`src/cfd_pkg.sv`:
```
// Shared constants for the current fault delay timer
package cfd_pkg;
   // Clock and counter geometry
   localparam int CLK_PERIOD_NS = 100;
   localparam int CODE_W = 4;
   localparam int CNT_W = 19;
   localparam int NUM_CHAN = 4;
   // Channel indices
   localparam int CH_DOC = 0;
   localparam int CH_SCC = 1;
   localparam int CH_DS1 = 2;
   localparam int CH_DS2 = 3;
   // Programmed times, in their own units
   localparam int DOC_BASE_MS = 1;
   localparam int DOC_STEP_US = 2000;
   localparam int DOC_MAX_MS = 31;
   localparam int SCC_STEP_US = 61;
   localparam int DS1_STEP_US = 61;
   localparam int DS1_STEP_X2_US = 121;
   localparam int DS2_STEP_NS = 30500;
   localparam int DS2_STEP_X2_US = 61;
   localparam int DETECT_MAX_US = 160;
   localparam int ACC_PCT = 10;
   // Derived cycle counts
   localparam int DOC_BASE_CYC = DOC_BASE_MS * 1000 * 1000 / CLK_PERIOD_NS;
   localparam int DOC_STEP_CYC = DOC_STEP_US * 1000 / CLK_PERIOD_NS;
   localparam int DOC_MAX_CYC = DOC_MAX_MS * 1000 * 1000 / CLK_PERIOD_NS;
   localparam int SCC_STEP_CYC = SCC_STEP_US * 1000 / CLK_PERIOD_NS;
   localparam int DS1_STEP_CYC = DS1_STEP_US * 1000 / CLK_PERIOD_NS;
   localparam int DS1_STEP_X2_CYC = DS1_STEP_X2_US * 1000 / CLK_PERIOD_NS;
   localparam int DS2_STEP_CYC = DS2_STEP_NS / CLK_PERIOD_NS;
   localparam int DS2_STEP_X2_CYC = DS2_STEP_X2_US * 1000 / CLK_PERIOD_NS;
   localparam int DETECT_MAX_CYC = DETECT_MAX_US * 1000 / CLK_PERIOD_NS;
   localparam int DOC_ACC_LO_CYC = DOC_MAX_CYC * (100 - ACC_PCT) / 100;
   localparam int DOC_ACC_HI_CYC = DOC_MAX_CYC * (100 + ACC_PCT) / 100;
   // Reset values
   localparam logic [CNT_W-1:0] CNT_RESET = 19'h00000;
   localparam logic FAULT_RESET = 1'b0;
endpackage

```
`src/cfd_chan_if.sv`:
```
// Carrier between the top and one delay channel
`timescale 1ns/10ps
`default_nettype none
interface cfd_chan_if;
   logic active;
   logic clear;
   logic [cfd_pkg::CNT_W-1:0] limit;
   logic fault;
   // Top drives condition and limit, channel returns fault
   modport ctrl (output active, output clear, output limit, input fault);
   modport chan (input active, input clear, input limit, output fault);
endinterface
`default_nettype wire

```
`src/cfd_delay_chan.sv`:
```
// One fault delay channel: qualifies a condition over a programmed time
`timescale 1ns/10ps
`default_nettype none
module cfd_delay_chan (
   input wire logic i_ref_clk,
   input wire logic i_reset,
   cfd_chan_if.chan ch
);
   logic [cfd_pkg::CNT_W-1:0] cnt_q;
   logic [cfd_pkg::CNT_W-1:0] cnt_d;
   logic fault_q;
   logic fault_d;
   wire [cfd_pkg::CNT_W:0] cnt_next_w;
   wire reached_w;

   // Delay expires once the held time reaches the limit
   assign cnt_next_w = {1'b0, cnt_q} + {{cfd_pkg::CNT_W{1'b0}}, 1'b1};
   assign reached_w = ch.active && (cnt_next_w >= {1'b0, ch.limit});
   // Dropout restarts timing, so a glitch never adds up
   assign cnt_d = !ch.active ? cfd_pkg::CNT_RESET :
                  reached_w ? cnt_q : cnt_next_w[cfd_pkg::CNT_W-1:0];
   // New fault wins over a clear in the same cycle
   assign fault_d = reached_w | (fault_q & ~ch.clear);
   assign ch.fault = fault_q;

   // Counter and latched fault
   always_ff @(posedge i_ref_clk) begin
      if (i_reset) begin
         cnt_q <= cfd_pkg::CNT_RESET;
         fault_q <= cfd_pkg::FAULT_RESET;
      end else begin
         cnt_q <= cnt_d;
         fault_q <= fault_d;
      end
   end
endmodule
`default_nettype wire

```
`src/cfd_current_fault_delay_timer.sv`:
```
// Current fault delay timer top: synchronisers, delay limits, four channels
`timescale 1ns/10ps
`default_nettype none
module cfd_current_fault_delay_timer #(
   parameter int DOC_BASE_CYC = cfd_pkg::DOC_BASE_CYC,
   parameter int DOC_STEP_CYC = cfd_pkg::DOC_STEP_CYC
) (
   input wire logic i_ref_clk,
   input wire logic i_reset,
   input wire logic i_discharge_overcurrent_cmp,
   input wire logic i_charge_short_cmp,
   input wire logic i_discharge_short_level_one_cmp,
   input wire logic i_discharge_short_level_two_cmp,
   input wire logic [cfd_pkg::CODE_W-1:0] i_discharge_overcurrent_code,
   input wire logic [cfd_pkg::CODE_W-1:0] i_charge_short_code,
   input wire logic [cfd_pkg::CODE_W-1:0] i_discharge_short_level_one_code,
   input wire logic [cfd_pkg::CODE_W-1:0] i_discharge_short_level_two_code,
   input wire logic i_short_delay_doubling,
   input wire logic i_fault_clear,
   output logic o_discharge_overcurrent_fault,
   output logic o_charge_short_fault,
   output logic o_discharge_short_level_one_fault,
   output logic o_discharge_short_level_two_fault,
   output logic o_fault_any
);
   localparam int NC = cfd_pkg::NUM_CHAN;
   localparam int CW = cfd_pkg::CNT_W;

   typedef logic [CW-1:0] cfd_limit_type;

   // Limit in cycles: base plus code times step
   function automatic cfd_limit_type cfd_limit(
      input int base,
      input int step,
      input logic [cfd_pkg::CODE_W-1:0] code
   );
      int prod;
      prod = base + step * int'(code);
      cfd_limit = CW'(prod);
   endfunction

   logic [NC-1:0] cmp_raw_w;
   logic [NC-1:0] sync1_q;
   logic [NC-1:0] sync2_q;
   cfd_limit_type limit_q [NC];
   cfd_limit_type limit_d [NC];
   logic [NC-1:0] fault_w;
   wire [31:0] ds1_step_w;
   wire [31:0] ds2_step_w;

   assign cmp_raw_w[cfd_pkg::CH_DOC] = i_discharge_overcurrent_cmp;
   assign cmp_raw_w[cfd_pkg::CH_SCC] = i_charge_short_cmp;
   assign cmp_raw_w[cfd_pkg::CH_DS1] = i_discharge_short_level_one_cmp;
   assign cmp_raw_w[cfd_pkg::CH_DS2] = i_discharge_short_level_two_cmp;

   // Comparators are analog and asynchronous, so two flops first
   always_ff @(posedge i_ref_clk) begin
      if (i_reset) begin
         sync1_q <= 4'h0;
         sync2_q <= 4'h0;
      end else begin
         sync1_q <= cmp_raw_w;
         sync2_q <= sync1_q;
      end
   end

   // Step size of the discharge short channels follows the doubling bit
   assign ds1_step_w = i_short_delay_doubling ?
                       cfd_pkg::DS1_STEP_X2_CYC : cfd_pkg::DS1_STEP_CYC;
   assign ds2_step_w = i_short_delay_doubling ?
                       cfd_pkg::DS2_STEP_X2_CYC : cfd_pkg::DS2_STEP_CYC;
   // Exact cycle multiples keep every setting well inside the tolerance
   assign limit_d[cfd_pkg::CH_DOC] = cfd_limit(DOC_BASE_CYC, DOC_STEP_CYC,
                                     i_discharge_overcurrent_code);
   assign limit_d[cfd_pkg::CH_SCC] = cfd_limit(0, cfd_pkg::SCC_STEP_CYC,
                                     i_charge_short_code);
   assign limit_d[cfd_pkg::CH_DS1] = cfd_limit(0, int'(ds1_step_w),
                                     i_discharge_short_level_one_code);
   assign limit_d[cfd_pkg::CH_DS2] = cfd_limit(0, int'(ds2_step_w),
                                     i_discharge_short_level_two_code);

   // Registered limits cut the multiplier off the counter compare path
   always_ff @(posedge i_ref_clk) begin
      for (int i = 0; i < NC; i++) begin
         if (i_reset) begin
            limit_q[i] <= cfd_pkg::CNT_RESET;
         end else begin
            limit_q[i] <= limit_d[i];
         end
      end
   end

   // One delay channel per protection comparator
   for (genvar g = 0; g < NC; g++) begin : g_chan
      cfd_chan_if u_if ();
      assign u_if.active = sync2_q[g];
      assign u_if.clear = i_fault_clear;
      assign u_if.limit = limit_q[g];
      assign fault_w[g] = u_if.fault;
      cfd_delay_chan u_chan (
         .i_ref_clk(i_ref_clk),
         .i_reset(i_reset),
         .ch(u_if.chan)
      );
   end

   // Channel faults come straight from channel flops, o_fault_any is their OR
   assign o_discharge_overcurrent_fault = fault_w[cfd_pkg::CH_DOC];
   assign o_charge_short_fault = fault_w[cfd_pkg::CH_SCC];
   assign o_discharge_short_level_one_fault = fault_w[cfd_pkg::CH_DS1];
   assign o_discharge_short_level_two_fault = fault_w[cfd_pkg::CH_DS2];
   assign o_fault_any = |fault_w;

   // Cycles the overcurrent channel has been qualifying
   logic [CW-1:0] doc_held_q;
   always_ff @(posedge i_ref_clk) begin
      if (i_reset || !sync2_q[cfd_pkg::CH_DOC]) begin
         doc_held_q <= cfd_pkg::CNT_RESET;
      end else if (!o_discharge_overcurrent_fault) begin
         doc_held_q <= doc_held_q + 19'h00001;
      end
   end
endmodule
`default_nettype wire

```
`config.mk`:
```
export PLATFORM = sky130hd
export DESIGN_NAME = cfd_current_fault_delay_timer
export DESIGN_NICKNAME = d
export VERILOG_FILES = /design/src/cfd_pkg.sv /design/src/cfd_chan_if.sv /design/src/cfd_delay_chan.sv /design/src/cfd_current_fault_delay_timer.sv
export SDC_FILE = /design/constraint.sdc
export NUM_CORES = 1
export LEC_CHECK = 0
export ABC_AREA = 1
export ABC_CLOCK_PERIOD_IN_PS = 5260
export BUFFER_PORTS_ARGS = -buffer_cell sky130_fd_sc_hd__buf_2
export CAP_MARGIN = 0
export CORE_UTILIZATION = 25
export CTS_BUF_LIST = sky130_fd_sc_hd__clkbuf_8 sky130_fd_sc_hd__clkbuf_16
export DETAILED_ROUTE_END_ITERATION = 8
export HOLD_SLACK_MARGIN = 0.15
export SLEW_MARGIN = 20
export SYNTH_ARGS = -nofsm -noshare
export SYNTH_HDL_FRONTEND = slang
export SYNTH_SLANG_ARGS = --single-unit
```
`constraint.sdc`:
```
create_clock -name i_ref_clk -period 5.26 [get_ports i_ref_clk]
set_input_delay 0.789 -clock i_ref_clk [delete_from_list [all_inputs] [get_ports i_ref_clk]]
set_output_delay 0.789 -clock i_ref_clk [all_outputs]
set_load 0.03 [all_outputs]
```
==> results of run 1 <==
layer usage:
| metal | vias up | GRT usage | share of wire |
|---|---|---|---|
| met5 | - | 0 | 0 |
| met3 | 23 | 0.0158 | 0.020 |
| met2 | 104 | 0.186 | 0.46 |
| met1 | 4014 | 0.142 | 0.50 |
| li1 | 4825 | - | - |
| met4 | 0 | 0.0386 | 0.018 |
cell type report:
cell class	count	area [um^2]	share of cell area
Inverter	269	1010	0.0866
Multi-Input combinational cell	1095	6350	0.544
Sequential cell	143	2860	0.246
Tap cell	532	666	0.0571
Timing Repair Buffer	34	185	0.0159
Clock inverter	13	136	0.0117
Clock buffer	19	453	0.0388
report_power, final:
| group | leakage (nW) | internal, mW | switching (mW) |
|---|---|---|---|
| Combinational | 3.94 | 0.194 | 0.332 |
| Sequential | 1.17 | 1.14 | 0.0211 |
| Clock | 0.282 | 0.723 | 0.480 |
through the flow:
step	area (um^2)	cells
final	11700	2105
after global routing	11700	2105
after CTS	11700	2105
after detailed placement	11100	2073
after global placement	11100	2073
after floorplan	10400	1542
registers in the layout (all words and copies together) (netlist names):
name,flops
g_chan.u_chan.cnt_q,76
sync1_q,4
limit_q,55
g_chan.u_chan.ch.fault,4
sync2_q,4
logic make-up (layout without fill, tap and decap cells):
group,after synthesis,after routing
DFF,143,143
buffers and inverters,304,335
other,2,9
adders and majority gates,140,140
and+or+nand+nor,696,696
xor gates and xnor gates,60,60
AOI/OAI and AO/OA,190,190
Yosys cell counts:
library cell / number / share of area
ha_1: 124 / 0.15
fa_1: 16 / 0.031
a21boi_1: 2 / 0.0014
nand2_2: 5 / 0.0030
nor2_4: 6 / 0.0065
a31oi_1: 2 / 0.0012
o211ai_1: 1 / 0.00072
nor2_1: 226 / 0.082
nand3_4: 1 / 0.0017
a21oi_2: 1 / 0.00084
inv_1: 268 / 0.097
nor2_2: 5 / 0.0030
buf_1: 6 / 0.0022
dfxtp_1: 143 / 0.28
clkbuf_1: 16 / 0.0058
conb_1: 2 / 0.00072
clkinv_1: 1 / 0.00036
xor2_1: 54 / 0.046
o21ai_0: 47 / 0.023
nor3_1: 7 / 0.0034
buf_4: 2 / 0.0014
nand4_1: 14 / 0.0084
o21bai_1: 3 / 0.0022
nand3_2: 9 / 0.0087
or2_2: 5 / 0.0030
nand2_4: 1 / 0.0011
buf_6: 7 / 0.0076
o21ai_1: 2 / 0.00096
a31o_2: 1 / 0.00084
nand2_1: 347 / 0.13
a21oi_1: 125 / 0.060
nand3b_1: 4 / 0.0029
nor4_1: 1 / 0.00060
o21a_1: 4 / 0.0029
or4_1: 1 / 0.00072
o2111ai_1: 1 / 0.00084
nor3_2: 1 / 0.00096
xnor2_1: 6 / 0.0051
a221oi_1: 1 / 0.00084
nand3_1: 63 / 0.030
buf_2: 4 / 0.0019
worst max-delay path, delay by kind of cell (launching register included):
| kind | cells | cell delay, ns |
|---|---|---|
| buffers and inverters | 4 | 0.35 |
| adders and majority gates | 2 | 0.52 |
| and+or+nand+nor | 14 | 2.08 |
| xor gates and xnor gates | 1 | 0.20 |
| DFF | 1 | 0.35 |
path summary, 6_finish.rpt:
path              slack (ns)  cells after the start                         to
setup reg to reg        1.65                     21  g_chan[0].u_chan.cnt_q[5]
setup / recovery        1.65                     21  g_chan[0].u_chan.cnt_q[5]
hold / removal          0.40                      2                 sync2_q[0]
hold reg to reg         0.40                      2                 sync2_q[0]
==> run_results.csv, run 1 <==
group,metric,value,unit
worst_setup_path,critPathMaxFanout,19,
cts,cts_hold_buf,0,
logic_synthesis,syn_avg_cell_area,6.77,um^2
logic_synthesis,synth.distinct_cells,41,
route,firstDrtPassIters,6,
place,gp_congestion,0.837,
run_status,outcome,"completed",
cts,cts-root-buf,"clkbuf_16",
worst_setup_path,crit_type,"reg -> reg",
global_routing,grt_max_degree,40,
floorplanning,ioPinCount,29,
power,power_density,248,nW/um^2
route,viasPerCell,4.26,
logic_synthesis,ys_seq_area_frac,0.276,
timing,period_minus_slack,3.61,ns
global_routing,antenna_found_initial,0,
finish,layout_common_cells,"347 x nand2_1, 268 x inv_1, 226 x nor2_1",
finish,post-route-util,0.285,
route,drc,0,
floorplanning,floorplan.initialDensity,0.254,
power,power,2.89,mW
worst_setup_path,critPathSlowestCell,"nand2_2",
logic_synthesis,synth_compound_area_frac,0.0956,
logic_synthesis,synth_area,10400,um^2
power,p_leak,5.39,nW
logic_synthesis,ys_ff_latch,143,
cts,cts_resized,0,
cts,path_clk_slew,0.06,ns
logic_synthesis,synth_cells,1535,
global_routing,grt_pass1_wl,38400,um
timing,hold_violations,0,
finish,layout_commonest_cell,"nand2_1",
logic_synthesis,synth.area.mux_share,0,
finish,fillers,4464,
cts,h-tree-depth,4,
finish,antenna_cells,0,
worst_setup_path,crit_arrival,3.92,ns
logic_synthesis,yosys.area_share.simple,0.281,
global_routing,grt_pass1_vias,8510,
global_routing,overflow,0,
logic_synthesis,synth_top_family_by_area,"simple AND/OR/NAND/NOR gates",
timing,period_share,0.686,
route,drtAntennaViolNets,0,
logic_synthesis,yosys_warnings,0,
timing,final.setup_skew,0.00865,ns
route,post_drt_wl_per_cell,10.6,um
cts,cts_max_path_buffers,2,
route,finalWirelength,22300,um
cts,cts_tree,"built",
worst_setup_path,crit_path_end_kind,"flip-flop",
global_routing,grtUsageTotal,0.110,
timing,fin_ws,1.65,ns
timing,setup_violations,0,
route,drtIter0Drc,267,
floorplanning,core_area,40900,um^2
timing,rsz0062_at_grt,"no",
finish,area_delta_synth_final,12.2,%
timing,finalMaxSlewViolations,0,
cts,clock_latency,0.42,ns
timing,setup_tns,0,ns
logic_synthesis,synthXorXnorAreaFrac,0.0506,
worst_setup_path,max_stage_delay,0.42,ns
job,maxCapViolCount,0,
floorplanning,die_x,206,um
worst_setup_path,critPathRequiredTime,5.57,ns
power,vdd_ir_drop_max,0.000214,V
route,vias,8966,
cts,cts_setup_buffers,0,
finish,drive_gt1_frac,0.0642,
worst_setup_path,cp_common_cell,"nor2_1",
place,place_hpwl,17300,um
worst_setup_path,cp_cell_sequence,"ha_1, nand2_1, nor2_1, nand2_1, nor2_1, nand3_1, nor2_1, nand4_1, xor2_1, inv_1, ha_1, inv_1, nor2_1, nor2_1, nand2_1, inv_1, nand3_2, nand2_2, inv_1, nor2_1, nor2_1",
floorplanning,fp.dieH,206,um
cts,clock_sinks,143,
hold_path,hold_class,"reg -> reg",
place,dp_slack,1.57,ns
timing,worstMarginPinSlew,0.999,ns
logic_synthesis,yosys.area_share.adder,0.180,
cts,cts_made_buffers,17,
timing,timing.fmax,277,MHz
timing,hold_slack,0.401,ns
worst_setup_path,worstSetupStartpoint,"g_chan[0].u_chan.cnt_q[1]",
floorplanning,die-area,42400,um^2
place,portBuffers,28,
timing,slew-limit-headroom,0.333,
worst_setup_path,rr_startpoint,"g_chan[0].u_chan.cnt_q[1]",
finish,nets,1724,
floorplanning,rows,74,
hold_path,worstHoldStart,"sync1_q[0]",
worst_setup_path,crit_path_start_kind,"flip-flop",
Power figures use the tool's default switching activity.
==> run 2, diff against run 1 <==
- ABC_CLOCK_PERIOD_IN_PS: 5260 -> 3640
- clock period: 5.26 -> 3.64 ns (I/O delays scaled with it)
==> run 2 against run 1 <==
  * Worst setup slack worse by 1.3 ns
  * Register-to-register slack worse by 1.3 ns
  * Via count is 0.52% lower
  * Count of clock-buffer cells in the layout is 1 lower
  * Non-clock buffer count is 6 higher
  * Fmax is 11% higher
  * Routed wire length is 1.2% higher
  * Critical endpoint is now g_chan[3].u_chan.cnt_q[0]
  * Highest routed layer unchanged
==> run_results.csv, run 2 (same netlist as run 1, synthesis figures left out) <==
group,metric,value,unit
global_routing,antenna_found_initial,0,
route,drtIter0Drc,303,
finish,layout.area.seq,2860,um^2
floorplanning,rows,74,
global_routing,grt_max_degree,38,
worst_setup_path,worstSetupStartpoint,"g_chan[3].u_chan.cnt_q[0]",
cts,clock_sinks,143,
cts,cts_max_path_buffers,2,
worst_setup_path,critPathRequiredTime,3.95,ns
floorplanning,floorplan.initialDensity,0.254,
timing,final.setup_skew,0.00996,ns
cts,h-tree-depth,4,
timing,hold_violations,0,
worst_setup_path,max_stage_delay,0.45,ns
finish,fillers,4487,
finish,fin_area,11800,um^2
worst_setup_path,crit_path_start_kind,"flip-flop",
timing,worstMarginPinSlew,1.01,ns
power,vdd_ir_drop_max,0.000309,V
cts,clock_latency,0.43,ns
power,power_density,367,nW/um^2
place,place_hpwl,17500,um
cts,cts_made_buffers,17,
route,firstDrtPassIters,5,
hold_path,worstHoldEndpoint,"sync1_q[0]",
cts,path_clk_slew,0.06,ns
finish,nets,1730,
worst_setup_path,reg2reg_slack,0.38,ns
worst_setup_path,critPathSlowestCell,"dfxtp_1",
finish,reg_top3,"g_chan.u_chan.cnt_q (76), limit_q (55)",
floorplanning,core_area,40900,um^2
global_routing,grt_pass1_wl,39400,um
global_routing,grtUsageTotal,0.113,
route,drtAntennaViolNets,0,
cts,cts_resized,0,
finish,drive_gt1_frac,0.0678,
cts,cts-root-buf,"clkbuf_16",
route,post_drt_wl_per_cell,10.7,um
finish,antenna_cells,0,
finish,layout_commonest_cell,"nand2_1",
hold_path,worstHoldStart,"i_discharge_overcurrent_cmp",
timing,hold_slack,0.323,ns
global_routing,grt_pass1_vias,8608,
timing,rsz0062_at_grt,"no",
worst_setup_path,reg2reg_to,"g_chan[3].u_chan.cnt_q[0]",
floorplanning,fp.dieH,206,um
run_status,outcome,"completed",
hold_path,holdPathStages,3,
timing,period_minus_slack,3.26,ns
cts,cts_setup_buffers,0,
timing,period_share,0.894,
floorplanning,ioPinCount,29,
route,drc,0,
worst_setup_path,critPathMaxFanout,37,
finish,post-route-util,0.287,
timing,finalMaxSlewViolations,0,
finish,largest_reg_flops,76,
timing,setup_tns,0,ns
worst_setup_path,cp_cell_sequence,"ha_1, nand3_2, nor2_1, xor2_1, ha_1, nand2_1, inv_1, nand2_1, a21oi_1, nor2_1, nand2_1, a21oi_2, nand3_4, o21ai_0, nor2_1",
cts,cts_tree,"built",
finish,layout_common_cells,"347 x nand2_1, 269 x inv_1, 225 x nor2_1",
place,gp_congestion,0.820,
timing,slew-limit-headroom,0.328,
job,maxCapViolCount,0,
place,dpl_cell_area,11100,um^2
finish,area_delta_synth_final,13.1,%
worst_setup_path,crit_arrival,3.57,ns
timing,timing.fmax,307,MHz
route,vias,8919,
finish,multiInputGateArea,6350,um^2
cts,cts_hold_buf,0,
power,p_leak,5.47,nW
worst_setup_path,crit_type,"reg -> reg",
global_routing,overflow,0,
finish,regMostFlops,"g_chan.u_chan.cnt_q",
route,finalWirelength,22600,um
worst_setup_path,r2r_cells,15,
route,viasPerCell,4.23,
place,portBuffers,28,
timing,setup_violations,0,
worst_setup_path,rr_startpoint,"g_chan[3].u_chan.cnt_q[0]",
floorplanning,die-area,42400,um^2
worst_setup_path,crit_path_end_kind,"flip-flop",
floorplanning,die_x,206,um
hold_path,hold_class,"in -> reg",
-- run 2: how the worst max path moves through the flow --
stage,endpoint,cells after the start
after floorplan,limit_q[2][14],19
after global placement,limit_q[0][18],15
after detailed placement,limit_q[0][18],15
after CTS,g_chan[0].u_chan.cnt_q[7],21
after global routing,g_chan[3].u_chan.cnt_q[0],15
final,g_chan[3].u_chan.cnt_q[0],15
-- run 2: per-layer routing --
metal	global-route usage	part of all wire	wire length, um
met1	0.145	0.50	11300
met2	0.192	0.45	10200
met3	0.0167	0.030	670
met4	0.0404	0.019	425
met5	0	0	0
-- run 2: metrics by stage --
| step | setup slack [ns] | power [mW] | std cells |
|---|---|---|---|
| CTS | 0.360 | 4.36 | 2111 |
| global placement | 0.296 | 2.47 | 2079 |
| floorplan | 0.279 | 2.31 | 1542 |
| global route | 0.0734 | 4.58 | 2111 |
| finish | 0.385 | 4.31 | 2111 |
| detailed placement | 0.209 | 2.49 | 2079 |
-- run 2: critical path: cells and delay by family (launching register included) --
family	cells	cell delay (ns)
flops	1	0.45
xor+xnor	1	0.28
buf+inv	1	0.04
fa+ha+maj	2	0.64
compound gates	3	0.54
simple gates	8	1.19
-- run 2: power breakdown --
| part | switching, mW | total, mW | internal, mW |
|---|---|---|---|
| Sequential | 0.0292 | 1.68 | 1.65 |
| Clock | 0.693 | 1.86 | 1.16 |
| Combinational | 0.485 | 0.771 | 0.286 |
-- run 2: layout make-up --
class | count | area share
Inverter | 269 | 0.0859
Timing Repair Buffer | 40 | 0.0196
Tap cell | 532 | 0.0566
Clock buffer | 18 | 0.0374
Multi-Input combinational cell | 1095 | 0.541
Clock inverter | 14 | 0.0162
Sequential cell | 143 | 0.244
==> run 3, diff against run 2 <==
- ABC_CLOCK_PERIOD_IN_PS: 3640 -> not set
- CELL_PAD_IN_SITES_DETAIL_PLACEMENT: not set -> 1
- CELL_PAD_IN_SITES_GLOBAL_PLACEMENT: not set -> 1
- PLACE_DENSITY_LB_ADDON: not set -> 0.1
==> run 3 against run 2 <==
  * Utilization barely moved
  * Combinational power rose by 5.6%
  * Non-clock buffer count increased by 11
  * Power decreased by 5.0%
  * Largest power group is now registers
==> run_results.csv, run 3 (same netlist as run 1, synthesis figures left out) <==
group,metric,value,unit
hold_path,hold_class,"in -> reg",
cts,path_clk_slew,0.06,ns
place,place_hpwl,22800,um
worst_setup_path,critPathMaxFanout,27,
cts,clock_latency,0.44,ns
cts,cts_hold_buf,0,
worst_setup_path,crit_path_end_kind,"flip-flop",
global_routing,grtUsageTotal,0.146,
run_status,outcome,"completed",
timing,period_minus_slack,3.19,ns
timing,hold_slack,0.335,ns
finish,nets,1741,
power,p_leak,5.47,nW
floorplanning,rows,74,
worst_setup_path,cp_cell_sequence,"inv_1, nor2_4, nand3_1, nor2_1, xor2_1, ha_1, a21oi_1, o21ai_0, nor2_1, nand2_1, a21oi_2, nand3_4, buf_12, a21oi_1, nor2_1",
global_routing,grt_pass1_wl,48700,um
job,maxCapViolCount,0,
power,vdd_ir_drop_max,0.000261,V
worst_setup_path,crit_type,"reg -> reg",
power,power,4.09,mW
timing,hold_violations,0,
route,post_drt_wl_per_cell,13.5,um
cts,cts_max_path_buffers,2,
floorplanning,die-area,42400,um^2
finish,regMostFlops,"g_chan.u_chan.cnt_q",
worst_setup_path,critPathSlowestCell,"dfxtp_1",
route,viasPerCell,4.29,
timing,slew-limit-headroom,0.646,
worst_setup_path,max_stage_delay,0.45,ns
floorplanning,floorplan.initialDensity,0.254,
finish,reg_top3,"g_chan.u_chan.cnt_q (76), limit_q (55)",
floorplanning,fp.dieH,206,um
global_routing,antenna_found_initial,4,
finish,layout_commonest_cell,"nand2_1",
cts,cts-root-buf,"clkbuf_16",
cts,cts_tree,"built",
worst_setup_path,critPathRequiredTime,3.97,ns
timing,fin_ws,0.454,ns
finish,area_delta_synth_final,12.9,%
timing,setup_tns,0,ns
route,drtAntennaViolNets,0,
finish,layout_common_cells,"347 x nand2_1, 271 x inv_1, 226 x nor2_1",
global_routing,grt_pass1_vias,9726,
cts,clock_sinks,143,
timing,period_share,0.875,
route,drtIter0Drc,219,
place,portBuffers,28,
timing,finalMaxSlewViolations,0,
place,dpl_cell_area,11200,um^2
finish,fin_area,11700,um^2
power,power_density,349,nW/um^2
timing,worstMarginPinSlew,0.530,ns
worst_setup_path,crit_arrival,3.52,ns
timing,setup_violations,0,
route,finalWirelength,28700,um
floorplanning,die_x,206,um
finish,final_cells,2120,
floorplanning,ioPinCount,29,
finish,largest_reg_flops,76,
timing,final.setup_skew,0.0100,ns
route,firstDrtPassIters,4,
timing,timing.fmax,314,MHz
global_routing,grt_max_degree,31,
floorplanning,core_area,40900,um^2
route,drc,0,
finish,post-route-util,0.287,
worst_setup_path,cp_common_cell,"nor2_1",
place,dp_slack,0.200,ns
cts,cts_made_buffers,17,
place,dp_cells,2089,
place,gp_congestion,0.790,
worst_setup_path,reg2reg_slack,0.45,ns
finish,fillers,5164,
finish,drive_gt1_frac,0.0688,
cts,h-tree-depth,4,
worst_setup_path,crit_path_start_kind,"flip-flop",
route,vias,9099,
global_routing,overflow,0,
-- run 3: changes by cell type in the layout (fill, tap and decap cells not counted), sizes merged --
cell	delta
clkinvlp	-1
inv	+1
buf	+11
bufinv	-4
clkbuf	+3
diode	+4
clkinv	-5
-- run 3: what timing repair did --
| item | 4_1_cts | 5_1_grt |
|---|---|---|
| gates resized for setup | 0 | 0 |
| setup buffers | 0 | 1 |
| endpoints found under the setup margin | 0 | 1 |
-- run 3: metal layers --
metal | GRT usage | share of wire | vias to the layer above
li1 | - | - | 4842
met5 | 0 | 0 | -
met1 | 0.178 | 0.48 | 4197
met2 | 0.257 | 0.48 | 43
met4 | 0.0362 | 0.012 | 0
met3 | 0.0328 | 0.022 | 17
-- run 3: power by group --
part	switching [mW]	total [mW]	internal [mW]
Clock	0.691	1.60	0.909
Sequential	0.0266	1.68	1.65
Combinational	0.520	0.814	0.294
Total	1.24	4.09	2.86
-- run 3: final cells by class --
type                       instances  area, um^2  area share
antenna                            4        10.0    0.000853
clock buffer                      21         480      0.0409
clock inverter                     5        21.3     0.00181
inverter                         269        1010      0.0860
multi-input combinational       1095        6350       0.541
sequential                       143        2860       0.244
tap                              532         666      0.0567
timing repair buffer              51         338      0.0288
-- run 3: final timing paths --
| kind | startpoint | to | depth (start not counted) |
|---|---|---|---|
| max | g_chan[3].u_chan.cnt_q[0] | g_chan[3].u_chan.cnt_q[7] | 15 |
| min | i_discharge_overcurrent_cmp | sync1_q[0] | 3 |
| max reg2reg | g_chan[3].u_chan.cnt_q[0] | g_chan[3].u_chan.cnt_q[7] | 15 |
| min reg2reg | sync1_q[0] | sync2_q[0] | 2 |
-- run 3: worst max-delay path, delay by kind of cell, from the launching register on --
family | cells | cell delay, ns
xor+xnor | 1 | 0.29
compound gates | 4 | 0.61
buf+inv | 2 | 0.34
flops | 1 | 0.45
fa+ha+maj | 1 | 0.32
simple gates | 7 | 1.04
